--- config.mk ---
export PLATFORM = sky130hd
export DESIGN_NAME = serial_dac_input_port
export DESIGN_NICKNAME = d
export VERILOG_FILES = /design/src/hw/code_fifo.v /design/src/hw/serial_dac_input_port.v
export VERILOG_INCLUDE_DIRS = /design/src /design/src/hw
export SDC_FILE = /design/constraint.sdc
export NUM_CORES = 1
export LEC_CHECK = 0
export ABC_CLOCK_PERIOD_IN_PS = 3300
export BUFFER_PORTS_ARGS = -buffer_cell sky130_fd_sc_hd__buf_2
export CELL_PAD_IN_SITES_DETAIL_PLACEMENT = 1
export CELL_PAD_IN_SITES_GLOBAL_PLACEMENT = 2
export CORE_AREA = 4 4 122 124
export CTS_BUF_LIST = sky130_fd_sc_hd__clkbuf_16
export DETAILED_ROUTE_END_ITERATION = 8
export DIE_AREA = 0 0 126 128
export PLACE_DENSITY_LB_ADDON = 0.1
export SLEW_MARGIN = 20
export SYNTH_ARGS = -nofsm -noshare
export SYNTH_HDL_FRONTEND = slang
export SYNTH_SLANG_ARGS = --single-unit
--- constraint.sdc ---
create_clock -name ref_clk -period 3.3 [get_ports ref_clk]
set_input_delay 0.825 -clock ref_clk [delete_from_list [all_inputs] [get_ports ref_clk]]
set_output_delay 0.825 -clock ref_clk [all_outputs]
set_load 0.03 [all_outputs]
--- src/hw/serial_dac_map.vh ---
`ifndef SERIAL_DAC_MAP_VH
`define SERIAL_DAC_MAP_VH

// Frame and code geometry
`define CODE_WIDTH       8
`define BITS_PER_FRAME   4'h8
`define BIT_CNT_RESET    4'h0
`define CODE_RESET       8'h00
`define FIFO_DEPTH       8
`define FIFO_PTR_WIDTH   3
`define FIFO_CNT_WIDTH   4

// Serial clock limit, in MHz, against the 20 MHz ref_clk
`define SCLK_MAX_MHZ     50
`define REF_CLK_MHZ      20

`endif

--- src/hw/code_fifo.v ---
// The code buffer module is kept together with the serial port logic.

--- src/hw/serial_dac_input_port.v ---
`timescale 1ns/1ns
`include "serial_dac_map.vh"

module serial_dac_input_port (
  input  wire                   ref_clk,
  input  wire                   reset_n,
  input  wire                   serial_clk,
  input  wire                   frame_sync_n,
  input  wire                   serial_data_in,
  input  wire                   output_load_strobe_n,
  output reg  [`CODE_WIDTH-1:0] dac_code_r,
  output reg                    dac_update_r,
  output reg                    frame_overrun_r
);

  // ----------------------------------------------------------------
  // Helpers
  // ----------------------------------------------------------------
  // Falling edge from the previous and present synchronised levels
  function edge_fell;
    input prev_level;
    input cur_level;
    begin
      edge_fell = prev_level & ~cur_level;
    end
  endfunction

  // Shift one bit in at the bottom, so the first bit ends at the top
  function [`CODE_WIDTH-1:0] shift_in;
    input [`CODE_WIDTH-1:0] cur;
    input                   bit_in;
    begin
      shift_in = {cur[`CODE_WIDTH-2:0], bit_in};
    end
  endfunction

  // ----------------------------------------------------------------
  // Pin synchronisers
  // ----------------------------------------------------------------
  // Pins are oversampled by ref_clk; serial clock edges must be slow
  // enough to be seen, so the usable rate is well under the pin limit.
  reg [1:0] sclk_sync_r;
  reg [1:0] sync_sync_r;
  reg [1:0] data_sync_r;
  reg [1:0] load_sync_r;
  reg       sclk_prev_r;
  reg       load_prev_r;

  always @(posedge ref_clk or negedge reset_n) begin
    if (!reset_n) begin
      sclk_sync_r <= 2'b11;
      sync_sync_r <= 2'b11;
      data_sync_r <= 2'b00;
      load_sync_r <= 2'b11;
      sclk_prev_r <= 1'b1;
      load_prev_r <= 1'b1;
    end else begin
      sclk_sync_r <= {sclk_sync_r[0], serial_clk};
      sync_sync_r <= {sync_sync_r[0], frame_sync_n};
      data_sync_r <= {data_sync_r[0], serial_data_in};
      load_sync_r <= {load_sync_r[0], output_load_strobe_n};
      sclk_prev_r <= sclk_sync_r[1];
      load_prev_r <= load_sync_r[1];
    end
  end

  wire sclk_fall  = edge_fell(sclk_prev_r, sclk_sync_r[1]);
  wire frame_on   = ~sync_sync_r[1];
  wire load_fall  = edge_fell(load_prev_r, load_sync_r[1]);
  wire load_low   = ~load_sync_r[1];

  // ----------------------------------------------------------------
  // Shift register and frame state
  // ----------------------------------------------------------------
  localparam ST_IDLE  = 3'b001;
  localparam ST_SHIFT = 3'b010;
  localparam ST_DONE  = 3'b100;

  reg [2:0]             state_r;
  reg [3:0]             bit_cnt_r;
  reg [`CODE_WIDTH-1:0] shift_r;
  reg [`CODE_WIDTH-1:0] input_reg_r;
  reg                   push_r;
  wire                  fifo_in_ready;
  wire [`CODE_WIDTH-1:0] fifo_out_data;
  wire                  fifo_out_valid;
  reg                   fifo_pop;

  always @(posedge ref_clk or negedge reset_n) begin
    if (!reset_n) begin
      state_r         <= ST_IDLE;
      bit_cnt_r       <= `BIT_CNT_RESET;
      shift_r         <= `CODE_RESET;
      input_reg_r     <= `CODE_RESET;
      push_r          <= 1'b0;
      frame_overrun_r <= 1'b0;
    end else begin
      push_r <= 1'b0;
      case (state_r)
        ST_IDLE: begin
          bit_cnt_r <= `BIT_CNT_RESET;
          if (frame_on) begin
            state_r <= ST_SHIFT;
          end
        end
        ST_SHIFT: begin
          if (!frame_on) begin
            state_r <= ST_IDLE;  // Short frame is dropped
          end else if (sclk_fall) begin
            shift_r   <= shift_in(shift_r, data_sync_r[1]);
            bit_cnt_r <= bit_cnt_r + 4'h1;
            if (bit_cnt_r == `BITS_PER_FRAME - 4'h1) begin
              input_reg_r <= shift_in(shift_r, data_sync_r[1]);
              push_r      <= 1'b1;
              state_r     <= ST_DONE;
            end
          end
        end
        ST_DONE: begin
          if (!frame_on) begin
            state_r <= ST_IDLE;
          end else if (sclk_fall) begin
            frame_overrun_r <= 1'b1; // Extra edges set the sticky overrun flag
          end
        end
        default: begin
          state_r <= ST_IDLE;
        end
      endcase
    end
  end

  // ----------------------------------------------------------------
  // Code buffer and output latch
  // ----------------------------------------------------------------
  // Auto mode queues completed codes; strobe mode latches the newest code.
  code_fifo #(
    .WIDTH (`CODE_WIDTH),
    .DEPTH (`FIFO_DEPTH),
    .PTR_W (`FIFO_PTR_WIDTH),
    .CNT_W (`FIFO_CNT_WIDTH)
  ) u_fifo (
    .ref_clk   (ref_clk),
    .reset_n   (reset_n),
    .in_data   (input_reg_r),
    .in_valid  (push_r & load_low),
    .in_ready  (fifo_in_ready),
    .out_data  (fifo_out_data),
    .out_valid (fifo_out_valid),
    .out_ready (fifo_pop)
  );

  reg pace_r;

  always @* begin
    fifo_pop = fifo_out_valid & load_low & ~pace_r;
  end

  always @(posedge ref_clk or negedge reset_n) begin
    if (!reset_n) begin
      dac_code_r   <= `CODE_RESET;
      dac_update_r <= 1'b0;
      pace_r       <= 1'b0;
    end else begin
      dac_update_r <= 1'b0;
      pace_r       <= fifo_pop;
      if (load_fall) begin
        dac_code_r   <= input_reg_r;
        dac_update_r <= 1'b1;
      end else if (fifo_pop) begin
        dac_code_r   <= fifo_out_data;
        dac_update_r <= 1'b1;
      end
    end
  end

  wire unused_ready = fifo_in_ready;

endmodule

// ----------------------------------------------------------------
// Code buffer between the shift register and the output latch
// ----------------------------------------------------------------
module code_fifo #(
  parameter WIDTH = 8,
  parameter DEPTH = 8,
  parameter PTR_W = 3,
  parameter CNT_W = 4
) (
  input  wire             ref_clk,
  input  wire             reset_n,
  input  wire [WIDTH-1:0] in_data,
  input  wire             in_valid,
  output wire             in_ready,
  output wire [WIDTH-1:0] out_data,
  output wire             out_valid,
  input  wire             out_ready
);

  reg [WIDTH-1:0] mem_r [0:DEPTH-1];
  reg [PTR_W-1:0] wr_ptr_r;
  reg [PTR_W-1:0] rd_ptr_r;
  reg [CNT_W-1:0] count_r;
  wire            push;
  wire            pop;

  assign in_ready  = (count_r != DEPTH[CNT_W-1:0]);
  assign out_valid = (count_r != {CNT_W{1'b0}});
  assign out_data  = mem_r[rd_ptr_r];
  assign push      = in_valid & in_ready;
  assign pop       = out_valid & out_ready;

  always @(posedge ref_clk) begin
    if (push) begin
      mem_r[wr_ptr_r] <= in_data;
    end
  end

  always @(posedge ref_clk or negedge reset_n) begin
    if (!reset_n) begin
      wr_ptr_r <= {PTR_W{1'b0}};
      rd_ptr_r <= {PTR_W{1'b0}};
      count_r  <= {CNT_W{1'b0}};
    end else begin
      if (push) begin
        wr_ptr_r <= wr_ptr_r + 1'b1;
      end
      if (pop) begin
        rd_ptr_r <= rd_ptr_r + 1'b1;
      end
      if (push && !pop) begin
        count_r <= count_r + 1'b1;
      end else if (pop && !push) begin
        count_r <= count_r - 1'b1;
      end
    end
  end

endmodule

==> metrics.txt <==
Die Width=126 microns; vias in the first global route=approximately 2600; Final Slew Violations=0; die area=0.01613 sq mm; most common flop cell mapped by yosys=edfxtp_1; Synth Register Bits=around 120; syn nets=293; CTS H-tree depth=4; Worst-path clk slew=around 50 ps; FP Rows=43; post-route ant nets=0; gr usage total=12.56%; cts-stage hold buffer count=0; layout cells sized above 1=between 30% and 40%; Mean Syn Cell Area=between 15 and 20 sq um; number of synthesized flops with an enable pin=between 60 and 70; Slew HR=about two fifths; Internal Power=approximately 2.9 mW; worst setup path startpoint=sclk_prev_r; IO Count=16; Reg power frac=44.1%; crit-path leading delay family=simple AND/OR/NAND/NOR gates; Required @ worst endpoint=around 3600 ps; Initial Utilization=roughly a third; Crit Path Max Fanout=12; gr ovfl total=0; unrepaired setup endpoints after global routing=no; Clk Latency, worst-skew pair=410 ps; P&R area growth vs syn=19.49%; vias per inst=4.845; hold path depth=0; CP Launch Type=flop; WL/cell=18.08 microns; diodes inserted=0; Ys Warns=0; crit-path cells=or4b_4 -> or2_1 -> or3_1 -> mux2_4; Critical Path Sink Type=flop; clock sinks=roughly 120; MaxCap Viol Count=0; PortBufs=15; DRT iter0 DRCs=around 170; worst path arrival time=~2800 ps; Worst R2R End=input_reg_r[6]; post-synthesis cell area=0.004743 sq mm; peak supply drop=roughly 0.00044 V; depth of the most critical reg-to-reg path=4; DIE HEIGHT=128 microns; via count=around 2400; worst setup path class=reg2reg; Clk network pwr share=53.3%; sequential share of the synthesized area=between 60 and 70%; Max Freq=about 0.39 GHz; Pwr Density=640.7 mW/mm^2; most frequent cells in the layout=64 x edfxtp_1, 45 x dfrtp_1, 18 x mux2_2; Setup crit end=input_reg_r[6]; Total Nets Final=between 300 and 400; final wirelength=9075 microns; clk root buf=clkbuf_16; hold crit path type=reg2reg; Comb power frac=approximately 2.6%; cts bufs inserted=17; switching power=roughly 0.7 mW; commonest non-fill, non-tap cell in the layout=edfxtp_1; CTS tree=yes; Levels on crit path=4; Final period util=around three quarters; total power=between 3 and 4 mW; core footprint=around 0.014 sq mm; ys async rst share=between 40 and 50%; Final Hold Viols=0; CP peak stage delay=~640 ps; drt drc=0; setup violators final=0; Final GP Congestion=0.7318; largest net degree at the start of global routing=44; min cycle time layout=roughly 2500 ps; final setup TNS=0 ps; worst-margin pin slew=just under 900 ps; setup slack, reg-to-reg=~770 ps; CP bufs+invs=0; Final Core Density=about two fifths; hold slack=~350 ps; Final Skew=between 5 and 6 ps; slowest CP cell=or3_1; hpwl dp=between 5000 and 6000 microns; Finished Cell Area=0.005668 sq mm; initial antenna violation count=0; Synth cell types=39; Post-Synthesis Cells=280; status=complete, no violations; clk buf depth=2; first-pass GRT wire length=15080 microns; reg-to-reg critical path startpoint=sclk_prev_r; placed cell area=0.005049 sq mm; Sw Share=a little under 20%; drt pass-1 iters=4; leak pwr=roughly 2.2 nW; post-cts sizing count=0; Post-CTS Repair Setup Buffers=0
-- synth_stat cells (6+ instances only) --
cell / count / area [sq um]
mux2_2: 18 / 202.7
mux2i_1: 9 / 90.09
dfstp_2: 9 / 236.5
nor2_1: 10 / 37.54
a22oi_1: 8 / 60.06
ha_1: 6 / 75.07
edfxtp_1: 64 / 1922
xnor2_1: 6 / 52.55
nand2b_1: 8 / 50.05
nand2_1: 11 / 41.29
nor3_1: 9 / 45.04
o21ai_0: 14 / 70.07
dfrtp_1: 45 / 1126
mux4_2: 16 / 360.4
mux2_4: 8 / 120.1
-- registers in the layout, indices dropped and copies added (netlist names), 2 cells and up --
| signal | count |
|---|---|
| u_fifo.mem_r | 64 |
| input_reg_r | 8 |
| bit_cnt_r | 4 |
| state_r | 3 |
| u_fifo.rd_ptr_r | 3 |
| data_sync_r | 2 |
| shift_r | 7 |
| dac_code_r | 8 |
| sync_sync_r | 2 |
| u_fifo.count_r | 4 |
| u_fifo.wr_ptr_r | 3 |
| sclk_sync_r | 2 |
| load_sync_r | 2 |
-- power by group through the flow --
stage               registers [mW]  logic [mW]  clock network, mW
floorplan                     1.64      0.0365                  0
global placement              1.63      0.0971                  0
detailed placement            1.63      0.0980                  0
CTS                           1.60      0.0983               1.98
global route                  1.60       0.107               2.06
finish                        1.60      0.0956               1.93
-- cell type report --
class	instances	area, sq um
Multi-Input combinational cell	146	1393
Timing Repair Buffer	22	130.1
Clock buffer	17	425.4
Inverter	5	18.77
Sequential cell	118	3284
Fill cell	1397	8105
Tap cell	180	225.2
Clock inverter	14	191.4
-- metrics by stage --
| step | cells | setup slack [ps] |
|---|---|---|
| floorplan | 280 | 447.1 |
| global placement | 471 | 789.2 |
| detailed placement | 471 | 757.3 |
| CTS | 502 | 725.0 |
| global route | 502 | 588.1 |
| finish | 502 | 765.8 |
-- worst min-delay path by stage --
stage                   start             end  slack [ps]
3_5_place_dp   data_sync_r[0]  data_sync_r[1]         350
5_1_grt        load_sync_r[0]  load_sync_r[1]         360
3_3_place_gp   data_sync_r[0]  data_sync_r[1]         340
4_1_cts        sclk_sync_r[0]  sclk_sync_r[1]         360
2_1_floorplan  data_sync_r[0]  data_sync_r[1]         330
6_report       data_sync_r[0]  data_sync_r[1]         350
-- layer usage --
metal  up-vias  GRT usage, %  share of wire (%)
li1       1125             -                  -
met1      1261         16.79                 48
met2        34         18.65                 46
met3        12         4.583                3.9
met4         0         5.110                1.6
met5         -             0                  0
-- cells by family (layout without fill, tap and decap cells) --
logic type,count (synthesis),in the layout,synth area share (%)
AND/OR/NAND/NOR,48,48,5.197
multiplexers,51,51,16.30
adder cells (fa/ha/maj),7,7,2.005
AO/OA/AOI/OAI,32,32,4.274
buffers and inverters,16,58,1.504
flip-flops,118,118,69.24
XOR/XNOR,8,8,1.477
Note: power is estimated with default switching activity, not from simulation.
